<file path="src/pkg/spi_irq_pkg.sv">
package spi_irq_pkg;
   // ----------------------------------------
   // Register map
   // ----------------------------------------
   localparam logic [7:0] CTRL_OFS = 8'h04;
   localparam logic [7:0] STAT_OFS = 8'h08;
   localparam logic [7:0] EVT_OFS = 8'h14;
   localparam logic [7:0] MASK_OFS = 8'h18;
   // ----------------------------------------
   // Control fields
   // ----------------------------------------
   localparam int C_TX_EMPTY_IRQ_ENABLE = 7;
   localparam int C_RX_AVAIL_IRQ_ENABLE = 6;
   localparam int C_FAULT_IRQ_ENABLE = 5;
   localparam int C_FLUSH = 4;
   localparam int C_SELECT_OUTPUT_ENABLE = 2;
   localparam int C_TXDMA = 1;
   localparam int C_RXDMA = 0;
   localparam logic [15:0] CTRL_RST = 16'h0000;
   localparam logic [15:0] CTRL_WMASK = 16'h00f7;
   // ----------------------------------------
   // Status fields
   // ----------------------------------------
   localparam int S_TXLVL = 11;
   localparam int S_RXLVL = 9;
   localparam int S_BSY = 7;
   localparam int S_OVR = 6;
   localparam int S_MODE_FAULT_FLAG = 5;
   localparam int S_CRC = 4;
   localparam int S_TXE = 1;
   localparam int S_RX_AVAIL_FLAG = 0;
   localparam logic [1:0] LVL_EMPTY = 2'h0;
   localparam logic [1:0] LVL_QUART = 2'h1;
   localparam logic [1:0] LVL_HALF = 2'h2;
   localparam logic [1:0] LVL_FULL = 2'h3;
   // ----------------------------------------
   // Event register fields
   // ----------------------------------------
   localparam int EVT_W = 5;
   localparam int E_TXE = 0;
   localparam int E_RX_AVAIL_FLAG = 1;
   localparam int E_OVR = 2;
   localparam int E_MODE_FAULT_FLAG = 3;
   localparam int E_CRC = 4;
   localparam logic [EVT_W-1:0] EVT_RST = 5'h00;
   // ----------------------------------------
   // Timing
   // ----------------------------------------
   localparam int CLK_NS = 4;
   localparam int LINK_IDLE_NS = 160;
   localparam int LINK_IDLE_CYC = (LINK_IDLE_NS + CLK_NS - 1) / CLK_NS;
   // ----------------------------------------
   // Types
   // ----------------------------------------
   typedef struct packed {
      logic port_enable;
      logic master_mode;
      logic i2s_mode;
      logic crc_rx_only;
      logic core_busy;
      logic ovr_evt;
      logic crc_evt;
      logic dr_read;
   } core_t;
   typedef enum logic [1:0] {
      SEQ_IDLE = 2'b00,
      SEQ_ARMED = 2'b01
   } seq_t;
endpackage
</file>
<file path="src/hw/spi_irq_dma_status_control.sv">
// Operation
// - With tx_empty_irq_enable set, tx_empty_flag at 1 requests an interrupt, else not.
// - With rx_avail_irq_enable set, rx_avail_flag at 1 requests an interrupt, else masked.
// - fault_irq_enable gates checksum, overflow and mode fault onto the interrupt.
// - Writing 1 to tx_queue_flush empties the transmit queue, then the bit returns to 0.
// - A tx_queue_flush write is ignored while port_enable is 1.
// - select_output_enable in master mode drives the select pin; unused in I2S mode.
// - tx_dma_request_enable issues a request each time tx_empty_flag becomes set.
// - rx_dma_request_enable issues a request each time rx_avail_flag becomes set.
// - tx_queue_level shows empty, quarter, half or full (above half), zero in I2S mode.
// - rx_queue_level shows the receive fill level, zero in I2S or CRC receive-only mode.
// - transfer_active is 1 while a transfer runs or the transmit buffer holds data.
// - overflow_flag is set by hardware and cleared by a status read then a data read.
// - mode_fault_flag is read-only, set by hardware on a mode fault, cleared by a status read then a control write.
// - checksum_mismatch_flag is set on CRC mismatch, cleared by writing 0, kept by 1.
// - tx_empty_flag is 1 while the transmit buffer is empty and comes out of reset at 1.
module spi_irq_dma_status_control #(
   parameter int FIFO_DEPTH = 4,
   parameter int CW = $clog2(FIFO_DEPTH) + 1
) (
   input wire logic clk,
   input wire logic nrst,
   input wire logic psel,
   input wire logic penable,
   input wire logic pwrite,
   input wire logic [7:0] paddr,
   input wire logic [31:0] pwdata,
   output logic [31:0] prdata,
   output logic pready,
   output logic pslverr,
   input wire spi_irq_pkg::core_t core,
   input wire logic [CW-1:0] tx_count,
   input wire logic [CW-1:0] rx_count,
   input wire logic sck_pin,
   input wire logic nss_pin,
   output logic tx_flush,
   output logic ss_out_n,
   output logic ss_oe,
   output logic tx_dma_req,
   output logic rx_dma_req,
   output logic port_irq,
   output logic evt_irq
);
   // ----------------------------------------
   // Bus decode
   // ----------------------------------------
   logic acc;
   logic setup;
   logic hit;
   logic wr_ctrl;
   logic wr_stat;
   logic wr_mask;
   logic rd_stat;
   logic rd_evt;

   assign setup = psel & ~penable;
   assign acc = psel & penable;
   assign hit = (paddr == spi_irq_pkg::CTRL_OFS) || (paddr == spi_irq_pkg::STAT_OFS) ||
                (paddr == spi_irq_pkg::EVT_OFS) || (paddr == spi_irq_pkg::MASK_OFS);
   assign pready = acc;
   assign pslverr = acc & ~hit;
   assign wr_ctrl = acc & pwrite & (paddr == spi_irq_pkg::CTRL_OFS);
   assign wr_stat = acc & pwrite & (paddr == spi_irq_pkg::STAT_OFS);
   assign wr_mask = acc & pwrite & (paddr == spi_irq_pkg::MASK_OFS);
   assign rd_stat = acc & ~pwrite & (paddr == spi_irq_pkg::STAT_OFS);
   assign rd_evt = acc & ~pwrite & (paddr == spi_irq_pkg::EVT_OFS);

   // ----------------------------------------
   // Pin synchronisers
   // ----------------------------------------
   logic sck_s1_q;
   logic sck_s2_q;
   logic sck_s3_q;
   logic nss_s1_q;
   logic nss_s2_q;

   always_ff @(posedge clk or negedge nrst) begin
      if (!nrst) begin
         sck_s1_q <= 1'b0;
         sck_s2_q <= 1'b0;
         sck_s3_q <= 1'b0;
         nss_s1_q <= 1'b1;
         nss_s2_q <= 1'b1;
      end else begin
         sck_s1_q <= sck_pin;
         sck_s2_q <= sck_s1_q;
         sck_s3_q <= sck_s2_q;
         nss_s1_q <= nss_pin;
         nss_s2_q <= nss_s1_q;
      end
   end

   // ----------------------------------------
   // Control register
   // ----------------------------------------
   logic [15:0] ctrl_q;
   logic [15:0] ctrl_d;
   logic [spi_irq_pkg::EVT_W-1:0] mask_q;
   logic [spi_irq_pkg::EVT_W-1:0] mask_d;

   always_comb begin
      ctrl_d = ctrl_q;
      ctrl_d[spi_irq_pkg::C_FLUSH] = 1'b0;
      mask_d = mask_q;
      if (wr_ctrl) begin
         ctrl_d = pwdata[15:0] & spi_irq_pkg::CTRL_WMASK;
         // Flush only while the port is off
         ctrl_d[spi_irq_pkg::C_FLUSH] =
            pwdata[spi_irq_pkg::C_FLUSH] & ~core.port_enable;
      end
      if (wr_mask) begin
         mask_d = pwdata[spi_irq_pkg::EVT_W-1:0];
      end
   end

   always_ff @(posedge clk or negedge nrst) begin
      if (!nrst) begin
         ctrl_q <= spi_irq_pkg::CTRL_RST;
         mask_q <= spi_irq_pkg::EVT_RST;
      end else begin
         ctrl_q <= ctrl_d;
         mask_q <= mask_d;
      end
   end

   assign tx_flush = ctrl_q[spi_irq_pkg::C_FLUSH];

   // ----------------------------------------
   // Select output
   // ----------------------------------------
   logic ss_en;

   assign ss_en = core.master_mode & ctrl_q[spi_irq_pkg::C_SELECT_OUTPUT_ENABLE] & ~core.i2s_mode;
   assign ss_oe = ss_en;
   assign ss_out_n = ~(ss_en & core.port_enable);

   // ----------------------------------------
   // Buffer flags and link activity
   // ----------------------------------------
   logic txe_q;
   logic rx_avail_flag_q;
   logic txe_d;
   logic rx_avail_flag_d;
   logic [7:0] idle_q;
   logic [7:0] idle_d;
   logic busy;

   always_comb begin
      txe_d = (tx_count == '0);
      rx_avail_flag_d = (rx_count != '0);
      idle_d = idle_q;
      // Link clock may stop between frames, so hold busy for a short tail
      if (sck_s2_q != sck_s3_q) begin
         idle_d = 8'(spi_irq_pkg::LINK_IDLE_CYC);
      end else if (idle_q != 8'h00) begin
         idle_d = idle_q - 8'h01;
      end
   end

   always_ff @(posedge clk or negedge nrst) begin
      if (!nrst) begin
         txe_q <= 1'b1;
         rx_avail_flag_q <= 1'b0;
         idle_q <= 8'h00;
      end else begin
         txe_q <= txe_d;
         rx_avail_flag_q <= rx_avail_flag_d;
         idle_q <= idle_d;
      end
   end

   assign busy = core.core_busy | ~txe_q | (idle_q != 8'h00);

   // ----------------------------------------
   // Error flags
   // ----------------------------------------
   logic ovr_q;
   logic ovr_d;
   logic mode_fault_flag_q;
   logic mode_fault_flag_d;
   logic crc_q;
   logic crc_d;
   logic mode_fault_flag_set;
   spi_irq_pkg::seq_t ovr_seq_q;
   spi_irq_pkg::seq_t ovr_seq_d;
   spi_irq_pkg::seq_t mode_fault_flag_seq_q;
   spi_irq_pkg::seq_t mode_fault_flag_seq_d;

   // Another master pulled select low while ours is not driven
   assign mode_fault_flag_set = core.master_mode & core.port_enable & ~ss_en & ~nss_s2_q;

   always_comb begin
      ovr_d = ovr_q;
      ovr_seq_d = ovr_seq_q;
      case (ovr_seq_q)
         spi_irq_pkg::SEQ_IDLE: begin
            if (rd_stat && ovr_q) begin
               ovr_seq_d = spi_irq_pkg::SEQ_ARMED;
            end
         end
         spi_irq_pkg::SEQ_ARMED: begin
            if (core.dr_read) begin
               ovr_d = 1'b0;
               ovr_seq_d = spi_irq_pkg::SEQ_IDLE;
            end
         end
         default: begin
            ovr_seq_d = spi_irq_pkg::SEQ_IDLE;
         end
      endcase
      if (core.ovr_evt) begin
         ovr_d = 1'b1;
      end
   end

   always_comb begin
      mode_fault_flag_d = mode_fault_flag_q;
      mode_fault_flag_seq_d = mode_fault_flag_seq_q;
      case (mode_fault_flag_seq_q)
         spi_irq_pkg::SEQ_IDLE: begin
            if (rd_stat && mode_fault_flag_q) begin
               mode_fault_flag_seq_d = spi_irq_pkg::SEQ_ARMED;
            end
         end
         spi_irq_pkg::SEQ_ARMED: begin
            if (wr_ctrl) begin
               mode_fault_flag_d = 1'b0;
               mode_fault_flag_seq_d = spi_irq_pkg::SEQ_IDLE;
            end
         end
         default: begin
            mode_fault_flag_seq_d = spi_irq_pkg::SEQ_IDLE;
         end
      endcase
      if (mode_fault_flag_set) begin
         mode_fault_flag_d = 1'b1;
      end
   end

   always_comb begin
      crc_d = crc_q;
      if (wr_stat && !pwdata[spi_irq_pkg::S_CRC]) begin
         crc_d = 1'b0;
      end
      if (core.crc_evt) begin
         crc_d = 1'b1;
      end
   end

   always_ff @(posedge clk or negedge nrst) begin
      if (!nrst) begin
         ovr_q <= 1'b0;
         mode_fault_flag_q <= 1'b0;
         crc_q <= 1'b0;
         ovr_seq_q <= spi_irq_pkg::SEQ_IDLE;
         mode_fault_flag_seq_q <= spi_irq_pkg::SEQ_IDLE;
      end else begin
         ovr_q <= ovr_d;
         mode_fault_flag_q <= mode_fault_flag_d;
         crc_q <= crc_d;
         ovr_seq_q <= ovr_seq_d;
         mode_fault_flag_seq_q <= mode_fault_flag_seq_d;
      end
   end

   // ----------------------------------------
   // Fill levels and status word
   // ----------------------------------------
   function automatic logic [1:0] fill_level(input logic [CW-1:0] cnt);
      logic [CW+1:0] c4;
      c4 = {cnt, 2'b00};
      if (cnt == '0) begin
         fill_level = spi_irq_pkg::LVL_EMPTY;
      end else if (c4 <= (CW+2)'(FIFO_DEPTH)) begin
         fill_level = spi_irq_pkg::LVL_QUART;
      end else if (c4 <= (CW+2)'(2 * FIFO_DEPTH)) begin
         fill_level = spi_irq_pkg::LVL_HALF;
      end else begin
         fill_level = spi_irq_pkg::LVL_FULL;
      end
   endfunction

   logic [15:0] stat_val;

   always_comb begin
      stat_val = 16'h0000;
      if (!core.i2s_mode) begin
         stat_val[spi_irq_pkg::S_TXLVL +: 2] = fill_level(tx_count);
         if (!core.crc_rx_only) begin
            stat_val[spi_irq_pkg::S_RXLVL +: 2] = fill_level(rx_count);
         end
      end
      stat_val[spi_irq_pkg::S_BSY] = busy;
      stat_val[spi_irq_pkg::S_OVR] = ovr_q;
      stat_val[spi_irq_pkg::S_MODE_FAULT_FLAG] = mode_fault_flag_q;
      stat_val[spi_irq_pkg::S_CRC] = crc_q;
      stat_val[spi_irq_pkg::S_TXE] = txe_q;
      stat_val[spi_irq_pkg::S_RX_AVAIL_FLAG] = rx_avail_flag_q;
   end

   // ----------------------------------------
   // DMA requests and interrupts
   // ----------------------------------------
   logic txd_lvl;
   logic rxd_lvl;
   logic txd_lvl_q;
   logic rxd_lvl_q;
   logic txd_req_q;
   logic rxd_req_q;
   logic txe_prev_q;
   logic rx_avail_flag_prev_q;
   logic [spi_irq_pkg::EVT_W-1:0] evt_q;
   logic [spi_irq_pkg::EVT_W-1:0] evt_d;
   logic [spi_irq_pkg::EVT_W-1:0] evt_set;
   logic port_irq_q;
   logic evt_irq_q;
   logic irq_lvl;

   // Enabling with the flag already up also counts as the flag becoming set
   assign txd_lvl = ctrl_q[spi_irq_pkg::C_TXDMA] & txe_q;
   assign rxd_lvl = ctrl_q[spi_irq_pkg::C_RXDMA] & rx_avail_flag_q;

   assign irq_lvl = (ctrl_q[spi_irq_pkg::C_TX_EMPTY_IRQ_ENABLE] & txe_q) |
                    (ctrl_q[spi_irq_pkg::C_RX_AVAIL_IRQ_ENABLE] & rx_avail_flag_q) |
                    (ctrl_q[spi_irq_pkg::C_FAULT_IRQ_ENABLE] & (ovr_q | mode_fault_flag_q | crc_q));

   always_comb begin
      evt_set = '0;
      evt_set[spi_irq_pkg::E_TXE] = txe_q & ~txe_prev_q;
      evt_set[spi_irq_pkg::E_RX_AVAIL_FLAG] = rx_avail_flag_q & ~rx_avail_flag_prev_q;
      evt_set[spi_irq_pkg::E_OVR] = core.ovr_evt;
      evt_set[spi_irq_pkg::E_MODE_FAULT_FLAG] = mode_fault_flag_set & ~mode_fault_flag_q;
      evt_set[spi_irq_pkg::E_CRC] = core.crc_evt;
      // Set wins over the read clear
      evt_d = (rd_evt ? '0 : evt_q) | evt_set;
   end

   always_ff @(posedge clk or negedge nrst) begin
      if (!nrst) begin
         txd_lvl_q <= 1'b0;
         rxd_lvl_q <= 1'b0;
         txd_req_q <= 1'b0;
         rxd_req_q <= 1'b0;
         txe_prev_q <= 1'b1;
         rx_avail_flag_prev_q <= 1'b0;
         evt_q <= spi_irq_pkg::EVT_RST;
         port_irq_q <= 1'b0;
         evt_irq_q <= 1'b0;
      end else begin
         txd_lvl_q <= txd_lvl;
         rxd_lvl_q <= rxd_lvl;
         txd_req_q <= txd_lvl & ~txd_lvl_q;
         rxd_req_q <= rxd_lvl & ~rxd_lvl_q;
         txe_prev_q <= txe_q;
         rx_avail_flag_prev_q <= rx_avail_flag_q;
         evt_q <= evt_d;
         port_irq_q <= irq_lvl;
         evt_irq_q <= |(evt_q & mask_q);
      end
   end

   assign tx_dma_req = txd_req_q;
   assign rx_dma_req = rxd_req_q;
   assign port_irq = port_irq_q;
   assign evt_irq = evt_irq_q;

   // ----------------------------------------
   // Read data
   // ----------------------------------------
   logic [31:0] prdata_q;
   logic [31:0] prdata_d;

   always_comb begin
      prdata_d = prdata_q;
      if (setup && !pwrite) begin
         case (paddr)
            spi_irq_pkg::CTRL_OFS: prdata_d = {16'h0000, ctrl_q};
            spi_irq_pkg::STAT_OFS: prdata_d = {16'h0000, stat_val};
            spi_irq_pkg::EVT_OFS: prdata_d = {27'h0, evt_q};
            spi_irq_pkg::MASK_OFS: prdata_d = {27'h0, mask_q};
            default: prdata_d = 32'h0000_0000;
         endcase
      end
   end

   always_ff @(posedge clk or negedge nrst) begin
      if (!nrst) begin
         prdata_q <= 32'h0000_0000;
      end else begin
         prdata_q <= prdata_d;
      end
   end

   assign prdata = prdata_q;

endmodule // spi_irq_dma_status_control

</file>
<file path="config.mk">
export PLATFORM = sky130hd
export DESIGN_NAME = spi_irq_dma_status_control
export DESIGN_NICKNAME = d
export VERILOG_FILES = /design/src/pkg/spi_irq_pkg.sv /design/src/hw/spi_irq_dma_status_control.sv
export SDC_FILE = /design/constraint.sdc
export NUM_CORES = 1
export LEC_CHECK = 0
export CORE_MARGIN = 1
export CORE_UTILIZATION = 35
export CTS_CLUSTER_DIAMETER = 80
export CTS_CLUSTER_SIZE = 28
export DETAILED_ROUTE_END_ITERATION = 16
export DONT_BUFFER_PORTS = 1
export PLACE_DENSITY_LB_ADDON = 0.1
export SLEW_MARGIN = 10
export SYNTH_ARGS = -nofsm -noshare
export SYNTH_HDL_FRONTEND = slang
export SYNTH_SLANG_ARGS = --single-unit
export TNS_END_PERCENT = 5
</file>
<file path="constraint.sdc">
create_clock -name clk -period 1.7 [get_ports clk]
set_clock_uncertainty 0.05 [all_clocks]
set_input_delay 0.17 -clock clk [delete_from_list [all_inputs] [get_ports clk]]
set_output_delay 0.17 -clock clk [all_outputs]
set_load 0.05 [all_outputs]
</file>
==> results of run 1 <==
[worst register-to-register path, cell delays in order, from the launching register on]
cell	delay (ns)
dfrtp_1	0.37
or4_4	0.53
or3_4	0.38
nor3b_4	0.20
o31ai_1	0.09
[report_power, final]
part / switching (W) / internal, W / total, W
clock network: 0.000503 / 0.000684 / 0.00119
registers: 0.0000583 / 0.00143 / 0.00148
logic: 0.000308 / 0.000221 / 0.000529
[final timing paths]
path	slack, ns	cells after the start	endpoint	start
min in group asynchronous	0.31	2	prdata[11]$_DFFE_PN0P_	nrst
max reg2reg	-0.04	4	prdata[7]$_DFFE_PN0P_	idle_q[5]$_DFFE_PN0P_
min	0.02	2	prdata[3]$_DFFE_PN0P_	paddr[4]
max	-0.04	4	prdata[7]$_DFFE_PN0P_	idle_q[5]$_DFFE_PN0P_
min reg2reg	0.30	0	sck_s2_q$_DFF_PN0_	sck_s1_q$_DFF_PN0_
max in group asynchronous	0.99	2	nss_s1_q$_DFF_PN1_	nrst
[Yosys cell counts (4+ instances only)]
cell type  number  area, um2
inv_1           7       26.3
nand2b_1        5       31.3
clkbuf_1        6       22.5
a22oi_1         8       60.1
nor3b_1         4       30.0
dfstp_2         4        105
dfrtp_1        53       1330
nand2_1        27        101
and2_1          4       25.0
buf_4          20        150
o31ai_1         8       60.1
nor2_1         13       48.8
o21ai_1         4       20.0
nor2b_1         4       25.0
o21ai_0         5       25.0
or3_1           5       31.3
xor2_1          5       43.8
mux2_1          5       56.3
mux2_4          6       90.1
a21o_1          6       45.0
[cell families after synthesis]
logic type	count (synthesis)	share of synthesized area [%]
XOR/XNOR	6	1.99
AO/OA/AOI/OAI	48	13.1
buffers and inverters	34	7.96
AND/OR/NAND/NOR	77	15.7
adder cells (fa/ha/maj)	2	0.947
flip-flops	57	54.2
other	1	0.142
multiplexers	12	5.97
[flip-flops by register name, summed over array words and instances (netlist names), 5 cells and up]
name	cells
ctrl_q	7
idle_q	8
evt_q	5
mask_q	5
prdata	12
[placed cells by master, fill, tap and decap left out, drive strengths merged, types with 2 or more instances in the layout]
cell type,instances
nor3b,4
o21ai,9
conb,20
nor2,13
inv,7
or3b,3
nor3,3
o31ai,8
buf,26
o41ai,2
a21o,6
dlygate4sd3,29
xor2,5
dfstp,4
nand2b,5
dfrtp,53
a22oi,8
or3,5
nand2,27
a21oi,2
or4,2
a22o,2
a221oi,3
ha,2
clkbuf,14
clkinv,2
and2,4
mux2,12
nor2b,4
[area by class of cell]
type	instances	area share [%]
multi-input combinational	165	32.4
clock buffer	14	5.42
clock inverter	2	0.297
inverter	7	0.780
timing repair buffer	55	15.0
tap	99	3.67
sequential	57	42.5
[through the flow]
stage               cells  cell area, um2  util [%]  hold WS, ns  setup slack [ns]
global route          399            3370      46.2       0.0320           -0.0963
finish                399            3370      46.2       0.0187           -0.0407
floorplan             256            2730         -       -0.176           -0.0493
CTS                   399            3370      46.2      0.00153           -0.0681
detailed placement    353            2850      39.1       -0.174            -0.111
global placement      353            2850      39.1       -0.174            -0.102
[repair_timing]
action,4_1_cts,5_1_grt
buffers inserted,0,0
endpoints found under the setup margin,2,3
hold buffers,30,0
pin swaps,1,0
resized for setup,1,0
hold endpoints to repair,87,0
[per-layer routing]
layer  routed length [um]  share of wire, %  GRT usage (%)  vias to the layer above
met1                 2960                48           22.8                      936
li1                     -                 -              -                      912
met3                  329               5.3           6.25                        6
met4                   69               1.1           4.40                        0
met2                 2820                46           27.5                       59
met5                    0                 0              0                        -
==> out/results.txt, run 1 <==
status: complete, but fails checks
failing checks: setup timing
synthesized cell area: 2640 um2
Yosys reg bits: 57
Async SR Flop Fraction: 100%
Setup crit end kind: register
Worst-path clk slew: 0.06 ns
pwr dens: 950 nW/um2
pin count of the biggest net entering global routing: 58
max-cap viol count: 0
kind of critical path: register to register
placeable core area: 7290 um2
Tot Pwr: 0.00320 W
GRT overflow: 0
Yosys warnings: 0
Hold WC Path Type: input port to register
fin worst setup slack: -0.0407 ns
# clock sinks: 57
max-slew violation count: 0
clock buffer depth: 2
first-pass GRT wire length: 10000 um
TritonCTS Buffers: 9
initial antenna violation count: 0
Pleak: 1.56 nW
DRT iter0 DRCs: 90
Final period util: 102%
Multi-input gate area: 1090 um2
CTS root buf: clkbuf_8
number of nets in the layout: 358
Initial DRT Pass Iterations: 4
setup TNS: -0.0407 ns
Distinct cells, synth: 47
synthesized area per cell: 11.1 um2
Post-route DRC: 0
RSZ-0062 raised after global routing: true
row cnt: 31
num ports: 102
WP buf/inv: 0
die area: 7900 um2
Die Y-Extent: 88.9 um
critical path arrival: 1.90 ns
Antenna Nets Post-Route: 0
Die Width: 88.9 um
Antenna Cells: 0
CP max stage delay: 0.53 ns
worst-skew pair later-pin latency: 0.33 ns
layout cells sized above 1: 19.0%
crit path launch type: register
wire length per cell: 15.5 um
number of H-tree levels: 3
Post-synth EDFFs: 0
VDD IR max: 0.573 mV
via count: 1913
final WL: 6180 um
CP Data Required Time: 1.86 ns
Gate Count Post-Synth: 237
Tot GR Track Use: 17.4%
vias in the first global route: 1921
GPL Wtd Cong: 0.799
commonest register cell after synthesis: dfrtp_1
crit path max fanout: 4
vias per cell: 4.79
CP max stage cell: or4_4
Initial Utilization: 36.2%
port bufs: 0
CTS tree: yes
Area Overhead vs Synth: 27.6%
minimum clock period after layout: 1.74 ns
final hold vios: 0
sequential area share after synthesis: 54.2%
critical path cell sequence: or4_4 > or3_4 > nor3b_4 > o31ai_1
FILL cells: 724
Fmax achieved: 0.574 GHz
HPWL Detailed: 4270 um
crit-path leading delay family: simple AND/OR/NAND/NOR gates
area taken by flip-flops and latches: 1430 um2
Final setup viols: 1
No activity file was read; power rests on OpenSTA's default activity.
==> inputs of run 2 (changes only) <==
--- a/config.mk
+++ b/config.mk
@@ -12,6 +12,8 @@
 export DETAILED_ROUTE_END_ITERATION = 16
 export DONT_BUFFER_PORTS = 1
 export PLACE_DENSITY_LB_ADDON = 0.1
+export SKIP_CTS_REPAIR_TIMING = 1
+export SKIP_LAST_GASP = 1
 export SLEW_MARGIN = 10
 export SYNTH_ARGS = -nofsm -noshare
 export SYNTH_HDL_FRONTEND = slang
==> out/results.txt, run 2 (synthesis results as in run 1) <==
Multi-input gate area: 1090 um2
Setup crit end kind: register
Worst-path clk slew: 0.06 ns
Antenna Cells: 0
pin count of the biggest net entering global routing: 58
Tot GR Track Use: 16.6%
Area Overhead vs Synth: 26.9%
most frequent cells in the layout: 53 x dfrtp_1, 27 x nand2_1, 27 x dlygate4sd3_1
Fmax achieved: 0.574 GHz
via count: 1931
fin worst setup slack: -0.0427 ns
CTS tree: yes
final WL: 6100 um
number of flip-flops in the largest register: 12
wire length per cell: 15.4 um
Die Y-Extent: 88.9 um
Final period util: 103%
Tot Pwr: 0.00320 W
failing checks: hold timing, setup timing
crit path max fanout: 4
Initial DRT Pass Iterations: 4
vias per cell: 4.86
worst-skew pair later-pin latency: 0.33 ns
CP Data Required Time: 1.86 ns
TritonCTS Buffers: 9
Die Width: 88.9 um
GPL Wtd Cong: 0.799
VDD IR max: 0.572 mV
status: complete, but fails checks
HPWL Detailed: 4270 um
Hold WC Path Type: input port to register
CP max stage delay: 0.53 ns
Initial Utilization: 36.2%
final hold vios: 1
layout cells sized above 1: 19.1%
placeable core area: 7290 um2
Final Non-Filler Cells: 397
first-pass GRT wire length: 9490 um
met2 Use GR: 24.7%
Post-route DRC: 0
# clock sinks: 57
GRT overflow: 0
Top Usage Layer GRT: met2
crit path launch type: register
worst hold-check slack: -0.0122 ns
number of H-tree levels: 3
clock buffer depth: 2
GR Util met3: 6.44%
crit-path leading delay family: simple AND/OR/NAND/NOR gates
max-cap viol count: 0
row cnt: 31
area taken by flip-flops and latches: 1430 um2
num ports: 102
total placed cells including tap cells: 353
max-slew violation count: 0
number of nets in the layout: 356
initial antenna violation count: 0
setup TNS: -0.0427 ns
minimum clock period after layout: 1.74 ns
FILL cells: 731
vias in the first global route: 1794
WP buf/inv: 0
commonest non-fill, non-tap cell in the layout: dfrtp_1
Antenna Nets Post-Route: 0
Pleak: 1.55 nW
DRT iter0 DRCs: 88
critical path arrival: 1.90 ns
Final setup viols: 1
pwr dens: 954 nW/um2
kind of critical path: register to register
port bufs: 0
RSZ-0062 raised after global routing: true
CP max stage cell: or4_4
M1 GR Usage: 22.7%
die area: 7900 um2
CTS root buf: clkbuf_8
critical path cell sequence: or4_4 > or3_4 > nor3b_4 > o31ai_1
## run 2: per-layer routing
layer  part of all wire (%)  routed length (um)  vias up
met5                      0                   0        -
met4                   0.79                  48        0
met3                    6.3                 385        4
met2                     45                2770       71
met1                     47                2900      948
li1                       -                   -      908
## run 2: power by group
part | internal, W | switching [W]
Combinational | 0.000220 | 0.000306
Sequential | 0.00143 | 0.0000584
Clock | 0.000684 | 0.000503
Total | 0.00233 | 0.000868
## run 2: area by class of cell
class,instances,share of cell area [%]
clock inverter,2,0.299
clock buffer,14,5.45
tap,99,3.70
sequential,57,42.7
multi-input combinational,165,32.6
inverter,7,0.784
timing repair buffer,53,14.5
## run 2: worst paths after layout
check,cells past startpoint,start,slack (ns),to
setup / recovery,4,idle_q[5]$_DFFE_PN0P_,-0.04,prdata[7]$_DFFE_PN0P_
hold / removal,2,tx_count[1],-0.01,prdata[12]$_DFFE_PN0P_
setup reg to reg,4,idle_q[5]$_DFFE_PN0P_,-0.04,prdata[7]$_DFFE_PN0P_
min in group asynchronous,2,nrst,0.32,prdata[11]$_DFFE_PN0P_
max in group asynchronous,2,nrst,0.98,nss_s1_q$_DFF_PN1_
hold reg to reg,0,sck_s1_q$_DFF_PN0_,0.30,sck_s2_q$_DFF_PN0_
## run 2: through the flow
step / setup WS [ns] / area (um2) / util [%]
after floorplan: -0.0493 / 2730 / -
after global placement: -0.102 / 2850 / 39.1
after detailed placement: -0.111 / 2850 / 39.1
after CTS: -0.113 / 3050 / 41.8
after global routing: -0.0963 / 3350 / 46.0
final: -0.0427 / 3350 / 46.0
